### config.mk
export PLATFORM = sky130hd
export DESIGN_NAME = uvob_bank
export DESIGN_NICKNAME = d
export VERILOG_FILES = /design/src/hdl/uvob_pkg.sv /design/src/hdl/uvob_if.sv /design/src/hdl/uvob_bank.sv /design/src/hdl/uvob_store.sv
export VERILOG_INCLUDE_DIRS = /design/src /design/src/hdl
export SDC_FILE = /design/constraint.sdc
export NUM_CORES = 1
export LEC_CHECK = 0
export BUFFER_PORTS_ARGS = -buffer_cell sky130_fd_sc_hd__buf_2
export CAP_MARGIN = 15
export CORE_AREA = 10 10 122 168
export DETAILED_ROUTE_END_ITERATION = 10
export DIE_AREA = 0 0 132 178
export GPL_TIMING_DRIVEN = 0
export PLACE_DENSITY = 0.83
export SKIP_LAST_GASP = 1
export SLEW_MARGIN = 10
export SYNTH_ARGS = -nofsm -noshare
export SYNTH_HDL_FRONTEND = slang
export SYNTH_SLANG_ARGS = --single-unit
### constraint.sdc
create_clock -name clk -period 3 [get_ports clk]
set_input_delay 0.6 -clock clk [delete_from_list [all_inputs] [get_ports clk]]
set_output_delay 0.6 -clock clk [all_outputs]
set_load 0.02 [all_outputs]
### src/hdl/uvob_cfg.svh
// constants of the uv sensor output result bank
`ifndef UVOB_CFG_SVH
`define UVOB_CFG_SVH
`define UVOB_ADDR_STATE      4'h0
`define UVOB_ADDR_TEMP       4'h1
`define UVOB_ADDR_CHA        4'h2
`define UVOB_ADDR_CHB        4'h3
`define UVOB_ADDR_CHC        4'h4
`define UVOB_ADDR_CONVL      4'h5
`define UVOB_ADDR_CONVH      4'h6
`define UVOB_ADDR_LAST       4'h6
`define UVOB_BIT_WRAP        7
`define UVOB_BIT_SAT         6
`define UVOB_BIT_OVD         5
`define UVOB_BIT_LOST        4
`define UVOB_BIT_FRESH       3
`define UVOB_BIT_BUSY        2
`define UVOB_BIT_STBY        1
`define UVOB_BIT_PDN         0
`define UVOB_RES_MAX         16'hffff
`define UVOB_TEMP_MASK       16'h0fff
`define UVOB_OSR_RESET       8'h02
`define UVOB_WORD_RESET      16'h0000
`define UVOB_SAT_TIME_MIN    4'h7
`endif

### src/hdl/uvob_pkg.sv
// types shared by the output bank files
`default_nettype none
package uvob_pkg;
  // readout sequencer states
  typedef enum logic [1:0] {
    UVOB_IDLE,
    UVOB_LOW,
    UVOB_HIGH
  } uvob_rd_state_t;
  // one snapshot of all measurement values
  typedef struct packed {
    logic [15:0] temp;
    logic [15:0] cha;
    logic [15:0] chb;
    logic [15:0] chc;
    logic [23:0] conv;
    logic        wrap;
    logic        sat;
    logic        ovd;
  } uvob_snap_t;
endpackage
`default_nettype wire

### src/hdl/uvob_if.sv
// carrier between bank top and its snapshot store
`default_nettype none
interface uvob_snap_if;
  logic                 wr_en;   // store new snapshot
  uvob_pkg::uvob_snap_t wr_data; // snapshot to store
  logic                 clr;     // clear whole store
  uvob_pkg::uvob_snap_t rd_data; // registered snapshot
  modport owner (output wr_en, output wr_data, output clr, input rd_data);
  modport store (input wr_en, input wr_data, input clr, output rd_data);
endinterface
`default_nettype wire

### src/hdl/uvob_bank.sv
// output result register bank of the three channel uv sensor
// What this block does
// all result words 16 bits, measurement only
// offset zero: writable state byte, then status
// offset 1 temperature, top nibble zero
// offsets 2..4 carry channels a, b, c
// 24-bit time split over offsets 5, 6
// low byte sent before high byte
// bit 7 time counter wrap, counter restarts
// wrap only in edge sync with timing
// bit 6 result saturated at ffff
// saturation needs time setting 7 to 15
// bit 5 converter overdrive during measurement
// flags follow results held in bank
// bit 4 lost data, status read clears
// bit 3 fresh data moved to bank
// fresh cleared by status or result read
// bit 2 inverse of ready pin
// bits 1,0 live standby and powerdown
// read start copies buffer into bank
// no refresh during read until stop
// resets and config return clear bank
// measurement state selects bank or config
`default_nettype none
`include "uvob_cfg.svh"
module uvob_bank (
  // clock and reset
  input  wire logic        clk,
  input  wire logic        resetn,
  // device state
  input  wire logic        meas_state,       // measurement state active
  input  wire logic        soft_reset,       // software reset pulse
  input  wire logic        edge_synced_mode, // externally edge synced mode
  input  wire logic        time_measure_enable,
  input  wire logic [3:0]  time_setting,     // conversion time code
  input  wire logic        ready_pin_level,  // level driven on ready pin
  input  wire logic        standby_ctl,      // live internal standby
  input  wire logic        powerdown_ctl,    // live internal power down
  // measurement engine
  input  wire logic        conv_tick,        // time counter advance
  input  wire logic        conv_start,       // conversion begins
  input  wire logic        conv_done,        // conversion ends, values valid
  input  wire logic [15:0] temp_value,
  input  wire logic [15:0] cha_count,
  input  wire logic [15:0] chb_count,
  input  wire logic [15:0] chc_count,
  input  wire logic [2:0]  cha_ovf,          // channel counter passed ffff
  input  wire logic        adc_overdrive,    // analog overdrive seen
  // serial read side
  input  wire logic        rd_start,         // serial read operation begins
  input  wire logic        rd_stop,          // stop condition received
  input  wire logic        byte_req,         // next read byte wanted
  input  wire logic [3:0]  rd_addr,          // register index of the read
  input  wire logic        wr_state,         // write of state byte
  input  wire logic [7:0]  wr_byte,
  input  wire logic [7:0]  cfg_rd_byte,      // config register byte
  // outputs
  output logic [7:0]       rd_byte,          // byte for serial shifter
  output logic             rd_byte_valid,
  output logic [7:0]       operating_state_reg,
  output logic [7:0]       measurement_flags
);
  // carrier to the snapshot store, which holds the readable words
  uvob_snap_if sp ();

  // snapshot store instance
  uvob_store u_store (
    .clk    (clk),
    .resetn (resetn),
    .sp     (sp)
  );

  // state registers
  uvob_pkg::uvob_snap_t   buf_reg, buf_next;   // end of conversion buffer
  logic [23:0]            tcnt_reg, tcnt_next; // conversion time counter
  logic                   wrap_reg, wrap_next; // wrap seen this conversion
  logic                   buf_new_reg, buf_new_next; // buffer not yet moved
  logic                   lost_reg, lost_next;
  logic                   fresh_reg, fresh_next;
  logic                   rd_act_reg, rd_act_next;   // read open until stop
  uvob_pkg::uvob_rd_state_t st_reg, st_next;
  logic [3:0]             idx_reg, idx_next;   // current read index
  logic [7:0]             hi_reg, hi_next;     // second byte of word
  logic [7:0]             byte_reg, byte_next;
  logic                   bval_reg, bval_next;
  logic [7:0]             osr_reg, osr_next;
  logic [7:0]             flags_reg, flags_next;
  logic                   clr_all;             // bank wide clear
  logic                   sat_allowed;
  logic [2:0]             sat_vec;             // per channel saturation
  logic [15:0]            ch_sat [3];
  logic [15:0]            cur_word;            // word at read index
  uvob_pkg::uvob_snap_t   bank;

  // any clear source empties buffer, bank and event flags alike
  assign clr_all     = soft_reset | ~meas_state;
  assign sat_allowed = (time_setting >= `UVOB_SAT_TIME_MIN);
  assign bank        = sp.rd_data;

  // saturate each channel rather than wrap
  // limitation: overflow only saturates for long time settings
  genvar gi;
  generate
    for (gi = 0; gi < 3; gi++) begin : g_sat
      logic [15:0] raw;
      assign raw = (gi == 0) ? cha_count : ((gi == 1) ? chb_count : chc_count);
      assign sat_vec[gi] = cha_ovf[gi] & sat_allowed;
      assign ch_sat[gi]  = sat_vec[gi] ? `UVOB_RES_MAX : raw;
    end
  endgenerate

  // time counter, buffer and event flags
  always_comb begin
    tcnt_next    = tcnt_reg;
    wrap_next    = wrap_reg;
    buf_next     = buf_reg;
    buf_new_next = buf_new_reg;
    lost_next    = lost_reg;
    fresh_next   = fresh_reg;
    rd_act_next  = rd_act_reg;
    if (conv_start) begin
      tcnt_next = 24'h000000;
      wrap_next = 1'b0;
    end else if (conv_tick && edge_synced_mode && time_measure_enable) begin
      // 24-bit counter wraps and keeps counting
      tcnt_next = tcnt_reg + 24'h000001;
      if (tcnt_reg == 24'hffffff) begin
        wrap_next = 1'b1;
      end
    end
    // clears first so that sets below win
    if (byte_req && !rd_start && st_reg == uvob_pkg::UVOB_IDLE && meas_state) begin
      if (idx_reg == `UVOB_ADDR_STATE) begin
        lost_next  = 1'b0;
        fresh_next = 1'b0;
      end else if (idx_reg <= `UVOB_ADDR_LAST) begin
        fresh_next = 1'b0;
      end
    end
    // stop closes the read, the bank may refresh again
    if (rd_stop) begin
      rd_act_next = 1'b0;
    end
    // end of conversion lands in the buffer, never straight in the bank
    if (conv_done) begin
      buf_next.temp = temp_value & `UVOB_TEMP_MASK;
      buf_next.cha  = ch_sat[0];
      buf_next.chb  = ch_sat[1];
      buf_next.chc  = ch_sat[2];
      buf_next.conv = tcnt_reg;
      buf_next.wrap = wrap_reg;
      buf_next.sat  = |sat_vec;
      buf_next.ovd  = adc_overdrive;
      buf_new_next  = 1'b1;
      if (buf_new_reg) begin
        lost_next = 1'b1;
      end
    end
    // a copy deferred by a same cycle capture waits for the next read
    if (rd_start && !rd_act_reg) begin
      rd_act_next = 1'b1;
      if (buf_new_reg && !conv_done) begin
        buf_new_next = 1'b0;
        fresh_next   = 1'b1;
      end
    end
    // clear last so it beats every set above
    if (clr_all) begin
      buf_next     = '0;
      buf_new_next = 1'b0;
      lost_next    = 1'b0;
      fresh_next   = 1'b0;
      wrap_next    = 1'b0;
      tcnt_next    = 24'h000000;
      rd_act_next  = 1'b0;
    end
  end

  // move buffer to bank only at read start, never inside a read
  assign sp.wr_en   = rd_start && !rd_act_reg && buf_new_reg && !conv_done;
  assign sp.wr_data = buf_reg;
  assign sp.clr     = clr_all;

  // pick the 16-bit word at the current index
  always_comb begin
    cur_word = `UVOB_WORD_RESET;
    case (idx_reg)
      `UVOB_ADDR_STATE: cur_word = {flags_reg, osr_reg};
      `UVOB_ADDR_TEMP:  cur_word = bank.temp;
      `UVOB_ADDR_CHA:   cur_word = bank.cha;
      `UVOB_ADDR_CHB:   cur_word = bank.chb;
      `UVOB_ADDR_CHC:   cur_word = bank.chc;
      `UVOB_ADDR_CONVL: cur_word = bank.conv[15:0];
      `UVOB_ADDR_CONVH: cur_word = {8'h00, bank.conv[23:16]};
      default:          cur_word = `UVOB_WORD_RESET;
    endcase
  end

  // byte readout sequencer
  always_comb begin
    st_next   = st_reg;
    idx_next  = idx_reg;
    hi_next   = hi_reg;
    byte_next = byte_reg;
    bval_next = 1'b0;
    // a new read start refuses any byte request in the same cycle
    if (rd_start) begin
      idx_next = rd_addr;
      st_next  = uvob_pkg::UVOB_IDLE;
    end else if (byte_req) begin
      bval_next = 1'b1;
      case (st_reg)
        uvob_pkg::UVOB_IDLE: begin
          if (!meas_state) begin
            byte_next = cfg_rd_byte;
            idx_next  = idx_reg + 4'h1;
          end else if (idx_reg > `UVOB_ADDR_LAST) begin
            // indices past the bank read as zero yet still advance
            byte_next = 8'h00;
            idx_next  = idx_reg + 4'h1;
          end else begin
            byte_next = cur_word[7:0];
            hi_next   = cur_word[15:8];
            st_next   = uvob_pkg::UVOB_HIGH;
          end
        end
        // second byte of the word, then step to the next index
        uvob_pkg::UVOB_HIGH: begin
          byte_next = hi_reg;
          idx_next  = idx_reg + 4'h1;
          st_next   = uvob_pkg::UVOB_IDLE;
        end
        default: st_next = uvob_pkg::UVOB_IDLE;
      endcase
    end
  end

  // state byte and live status
  always_comb begin
    osr_next = osr_reg;
    if (wr_state) begin
      osr_next = wr_byte;
    end
    // lost and fresh bits use next flag values so their clear is never one cycle late
    flags_next = 8'h00;
    flags_next[`UVOB_BIT_WRAP]  = bank.wrap;
    flags_next[`UVOB_BIT_SAT]   = bank.sat;
    flags_next[`UVOB_BIT_OVD]   = bank.ovd;
    flags_next[`UVOB_BIT_LOST]  = lost_next;
    flags_next[`UVOB_BIT_FRESH] = fresh_next;
    flags_next[`UVOB_BIT_BUSY]  = ~ready_pin_level;
    flags_next[`UVOB_BIT_STBY]  = standby_ctl;
    flags_next[`UVOB_BIT_PDN]   = powerdown_ctl;
  end

  // register all state
  always_ff @(posedge clk or negedge resetn) begin
    if (!resetn) begin
      buf_reg     <= '0;
      tcnt_reg    <= 24'h000000;
      wrap_reg    <= 1'b0;
      buf_new_reg <= 1'b0;
      lost_reg    <= 1'b0;
      fresh_reg   <= 1'b0;
      rd_act_reg  <= 1'b0;
      st_reg      <= uvob_pkg::UVOB_IDLE;
      idx_reg     <= 4'h0;
      hi_reg      <= 8'h00;
      byte_reg    <= 8'h00;
      bval_reg    <= 1'b0;
      osr_reg     <= `UVOB_OSR_RESET;
      flags_reg   <= 8'h00;
    end else begin
      buf_reg     <= buf_next;
      tcnt_reg    <= tcnt_next;
      wrap_reg    <= wrap_next;
      buf_new_reg <= buf_new_next;
      lost_reg    <= lost_next;
      fresh_reg   <= fresh_next;
      rd_act_reg  <= rd_act_next;
      st_reg      <= st_next;
      idx_reg     <= idx_next;
      hi_reg      <= hi_next;
      byte_reg    <= byte_next;
      bval_reg    <= bval_next;
      osr_reg     <= osr_next;
      flags_reg   <= flags_next;
    end
  end

  // every output comes straight from a flip-flop
  assign rd_byte             = byte_reg;
  assign rd_byte_valid       = bval_reg;
  assign operating_state_reg = osr_reg;
  assign measurement_flags   = flags_reg;

  // checks next to the logic
  a_bank_clear: assert property (@(posedge clk) disable iff (!resetn)
    !meas_state |=> (bank == '0)) else $error("bank not cleared");
  a_busy_inv: assert property (@(posedge clk) disable iff (!resetn)
    resetn |=> measurement_flags[2] == !$past(ready_pin_level))
    else $error("busy flag wrong");
  a_lost_set: assert property (@(posedge clk) disable iff (!resetn)
    conv_done && buf_new_reg && meas_state && !soft_reset |=> lost_reg)
    else $error("lost not set");
  a_no_refresh: assert property (@(posedge clk) disable iff (!resetn)
    rd_act_reg && !rd_stop && meas_state && !soft_reset |=> $stable(bank))
    else $error("bank changed in read");
  a_copy_start: assert property (@(posedge clk) disable iff (!resetn)
    sp.wr_en && !clr_all |=> bank == $past(buf_reg) && fresh_reg)
    else $error("copy missing");
  a_temp_top: assert property (@(posedge clk) disable iff (!resetn)
    bank.temp[15:12] == 4'h0) else $error("temp top nibble set");
  a_low_first: assert property (@(posedge clk) disable iff (!resetn)
    byte_req && !rd_start && meas_state && st_reg == uvob_pkg::UVOB_IDLE
    && idx_reg == `UVOB_ADDR_CHA |=> rd_byte == $past(bank.cha[7:0]))
    else $error("low byte not first");
  a_wrap_mode: assert property (@(posedge clk) disable iff (!resetn)
    !edge_synced_mode && !conv_start && !clr_all |=> wrap_reg == $past(wrap_reg))
    else $error("wrap outside mode");
  // counter, saturation, live bit and readout checks
  a_tcnt_step: assert property (@(posedge clk) disable iff (!resetn)
    conv_tick && edge_synced_mode && time_measure_enable && !conv_start && !clr_all
    |=> tcnt_reg == $past(tcnt_reg) + 24'h000001) else $error("time counter step wrong");
  a_sat_hold: assert property (@(posedge clk) disable iff (!resetn)
    conv_done && !clr_all && cha_ovf[1] && time_setting >= `UVOB_SAT_TIME_MIN
    |=> buf_reg.chb == `UVOB_RES_MAX && buf_reg.sat) else $error("saturation missing");
  a_sat_short: assert property (@(posedge clk) disable iff (!resetn)
    conv_done && !clr_all && time_setting < `UVOB_SAT_TIME_MIN |=> !buf_reg.sat)
    else $error("saturation on short time");
  a_fresh_clear: assert property (@(posedge clk) disable iff (!resetn)
    byte_req && !rd_start && meas_state && st_reg == uvob_pkg::UVOB_IDLE
    && idx_reg <= `UVOB_ADDR_LAST |=> !fresh_reg) else $error("fresh not cleared");
  a_live_bits: assert property (@(posedge clk) disable iff (!resetn)
    resetn |=> measurement_flags[1:0] == $past({standby_ctl, powerdown_ctl}))
    else $error("live state bits wrong");
  a_conv_top: assert property (@(posedge clk) disable iff (!resetn)
    byte_req && !rd_start && meas_state && st_reg == uvob_pkg::UVOB_IDLE
    && idx_reg == `UVOB_ADDR_CONVH |=> hi_reg == 8'h00) else $error("time top byte not zero");
  a_cfg_byte: assert property (@(posedge clk) disable iff (!resetn)
    byte_req && !rd_start && !meas_state |=> rd_byte == $past(cfg_rd_byte))
    else $error("config byte not served");
endmodule
`default_nettype wire

### src/hdl/uvob_store.sv
// result register store with registered read data
`default_nettype none
`include "uvob_cfg.svh"
module uvob_store (
  // clock and reset
  input  wire logic clk,
  input  wire logic resetn,
  // snapshot port
  uvob_snap_if.store sp
);
  uvob_pkg::uvob_snap_t mem_reg;  // held result words
  uvob_pkg::uvob_snap_t mem_next; // next content

  // clear beats load, so a config return always empties the bank
  always_comb begin
    mem_next = mem_reg;
    if (sp.clr) begin
      mem_next = '0;
    end else if (sp.wr_en) begin
      mem_next = sp.wr_data;
    end
  end

  // register the store
  always_ff @(posedge clk or negedge resetn) begin
    if (!resetn) begin
      mem_reg <= '0;
    end else begin
      mem_reg <= mem_next;
    end
  end

  assign sp.rd_data = mem_reg;
endmodule
`default_nettype wire

==> flow_summary.json <==
{
  "path_cells": "ha_1 -> nor2b_1 -> nor4_1 -> or4_1 -> clkbuf_1 -> o31ai_1",
  "fill_cells": 1294,
  "ys_warn_count": 0,
  "leakagePower_uw": 0.00539,
  "grt_max_degree": 97,
  "cts_buffers": 23,
  "synth_nets": 1142,
  "hold_path.class": "in2async",
  "cap_violations": 0,
  "async_reset_ff_share_pct": 100,
  "hpwl_um": 22600,
  "post-route-drc-count": 0,
  "ant_nets": 0,
  "slowest_stage": "or4_1",
  "synth_edf_count": 0,
  "avgSynthCellArea_um2": 10.3,
  "max_stage_delay_ns": 0.49,
  "cts_max_level": 1,
  "worst_pin_slew_ns": 0.759,
  "antenna_found_initial": 0,
  "drt-met1-wl_um": 11000,
  "rsz0062_at_grt": "no",
  "die_w_um": 132,
  "gp_routability_congestion": 0.974,
  "areaGrowthSynthToFinish_pct": 17.2,
  "core_um2": 17300,
  "total_power_uw": 7250,
  "synth_flop_cell": "dfrtp_1",
  "arrival_ns": 2.86,
  "cts_max_path_buffers": 3,
  "pre_cts_slack_ns": 0.246,
  "vias": 8947,
  "ios": 133,
  "synth-seq-cells": 239,
  "endpoint_kind": "flip-flop",
  "grt.total_usage_pct": 25.9,
  "overflow": 0,
  "io_buffers": 126,
  "ys_types": 57,
  "cts-root-buf": "clkbuf_16",
  "cts_tree": "done",
  "drive_above_1_share_pct": 20.9,
  "setup_viol": 0,
  "max_freq_mhz": 408,
  "path_clk_slew_ns": 0.06,
  "post_cts_resized": 0,
  "period_minus_slack_ns": 2.45,
  "r2r-start": "idx_reg[1]$_DFFE_PN0P_",
  "crit_path_start_kind": "flip-flop",
  "utilization_pct": 71.3,
  "peakVddDrop_uv": 563,
  "hold_viol": 7,
  "status": "finished, violations left",
  "netlist_instances": 1029,
  "cp-startpoint": "idx_reg[1]$_DFFE_PN0P_",
  "viasPerCell": 6.24,
  "maxSlewHeadroom_pct": 49.4,
  "dr_wl_met2_um": 15600,
  "initial_utilization_pct": 60.9,
  "numClockSinks": 239,
  "netlist_area_um2": 10500,
  "whs_ns": -0.00839,
  "synthTopCellsByCount": "dfrtp_1, nand2_1, a21oi_1",
  "grt_first_pass_wirelength_um": 48800,
  "die_h_um": 178,
  "rows": 57,
  "fin_nets": 1295,
  "synth.most_common_cell": "dfrtp_1",
  "post_cts_buffers": 0,
  "wl_met3_um": 2180,
  "highest_layer": "met4",
  "diodes": 0,
  "routedWlPerCell_um": 21.4,
  "die_area_um2": 23500,
  "fin_crit_sh_pct": 81.8,
  "crit_fanout": 8,
  "power.density_nw_per_um2": 586,
  "critPathKind": "reg2reg",
  "cts_hold_buf": 0,
  "final-max-slew-violation-count": 0,
  "setup_ws_ns": 0.547,
  "drt_iter0_drc": 968,
  "violations": "hold timing",
  "drt-total-wl_um": 30700,
  "synth_area_leaders": "dfrtp_1, nand2_1, a21oi_1",
  "clk_latency_ns": 0.52,
  "synth.largest_area_cell": "dfrtp_1",
  "crit_required_ns": 3.41,
  "drtPass1Iterations": 7,
  "fin_skew_ns": 0.0103,
  "yosysSeqAreaShare_pct": 56.7,
  "synth_top_area_share_pct": 56.5,
  "first_global_vias": 9055
}
==> power by group <==
group	switching (µW)	leakage, µW	internal, µW	total, µW
Sequential	71.7	0.00325	3310	3380
Combinational	477	0.00173	248	725
Clock	1210	0.000404	1940	3140
Total	1760	0.00539	5490	7250
==> layout by cell type (no fill, tap or decap), types with 3 or more instances in the layout <==
cell,Yosys,final
dfrtp_1,238,238
nand2_1,216,216
buf_2,5,130
a21oi_1,111,111
clkbuf_1,65,69
nor2_1,64,64
o221a_2,48,48
mux2i_1,45,45
o21ai_0,23,23
clkbuf_16,0,23
nand3_1,20,20
mux2_2,15,15
o22ai_1,14,14
a22oi_1,11,11
o31ai_1,10,10
nand2b_1,9,9
or4_1,8,8
nand4_1,8,8
a222oi_1,8,8
buf_1,8,8
inv_1,7,7
nor3_1,7,7
o211ai_1,7,7
xnor2_1,6,6
a211oi_1,6,6
a221oi_1,6,6
or3_1,5,5
ha_1,5,5
bufinv_16,0,5
xor2_1,4,4
a32o_1,4,4
nor2b_1,4,4
clkbuf_8,0,4
buf_4,3,3
or2_2,3,3
clkinv_2,0,3
==> logic make-up (layout without fill, tap and decap cells) <==
logic type	Yosys count	in the layout	share of synthesized area, %
xor+xnor	10	10	0.830
compound gates	261	261	17.5
flops	239	239	56.7
simple gates	364	364	15.1
mux	60	60	5.87
fa+ha+maj	5	5	0.593
buf+inv	90	258	3.49
==> per-stage QoR <==
step | cells | area, µm² | hold WS, ns | setup TNS [ns]
after floorplan | 1029 | 10500 | 0.304 | 0
after global placement | 1391 | 11500 | 0.356 | -658.96
after detailed placement | 1393 | 11500 | 0.362 | 0
after CTS | 1433 | 12400 | 0.00622 | 0
after global routing | 1433 | 12400 | 0.0263 | 0
final | 1433 | 12400 | -0.00839 | 0
==> path summary, 6_finish.rpt <==
path | to | slack, ns | depth (start not counted)
hold reg to reg | measurement_flags[7]$_DFF_PN0_ | 0.39 | 0
setup / recovery | rd_byte[2]$_DFFE_PN0P_ | 0.55 | 6
max in group asynchronous | operating_state_reg[1]$_DFFE_PN1P_ | 1.75 | 3
min in group clk | measurement_flags[1]$_DFF_PN0_ | 0.19 | 1
hold / removal | buf_reg[39]$_DFFE_PN0P_ | -0.008 | 1
setup reg to reg | rd_byte[2]$_DFFE_PN0P_ | 0.55 | 6
==> critical path, delay by kind of cell, from the launching register on <==
kind	cells	cell delay, ns
buffers and inverters	1	0.22
AOI/OAI and AO/OA	1	0.31
and+or+nand+nor	3	1.10
DFF	1	0.43
adders and majority gates	1	0.29
==> cell type report <==
type	count	area, µm²	area share (%)
flip-flops and latches	239	5980	48.4
multi-input cells	700	4200	34.0
repair buffers	128	696	5.63
clock buffers	31	646	5.22
plain buffers	83	342	2.76
well taps	236	295	2.39
clock inverters	9	174	1.41
inverters	7	26.3	0.213
==> routing by layer <==
| layer | GRT usage (%) | vias up |
|---|---|---|
| li1 | - | 3993 |
| met1 | 29.9 | 4381 |
| met2 | 45.0 | 445 |
| met3 | 4.39 | 128 |
| met4 | 14.6 | 0 |
| met5 | 0 | - |
(Power assumes the default switching activity.)
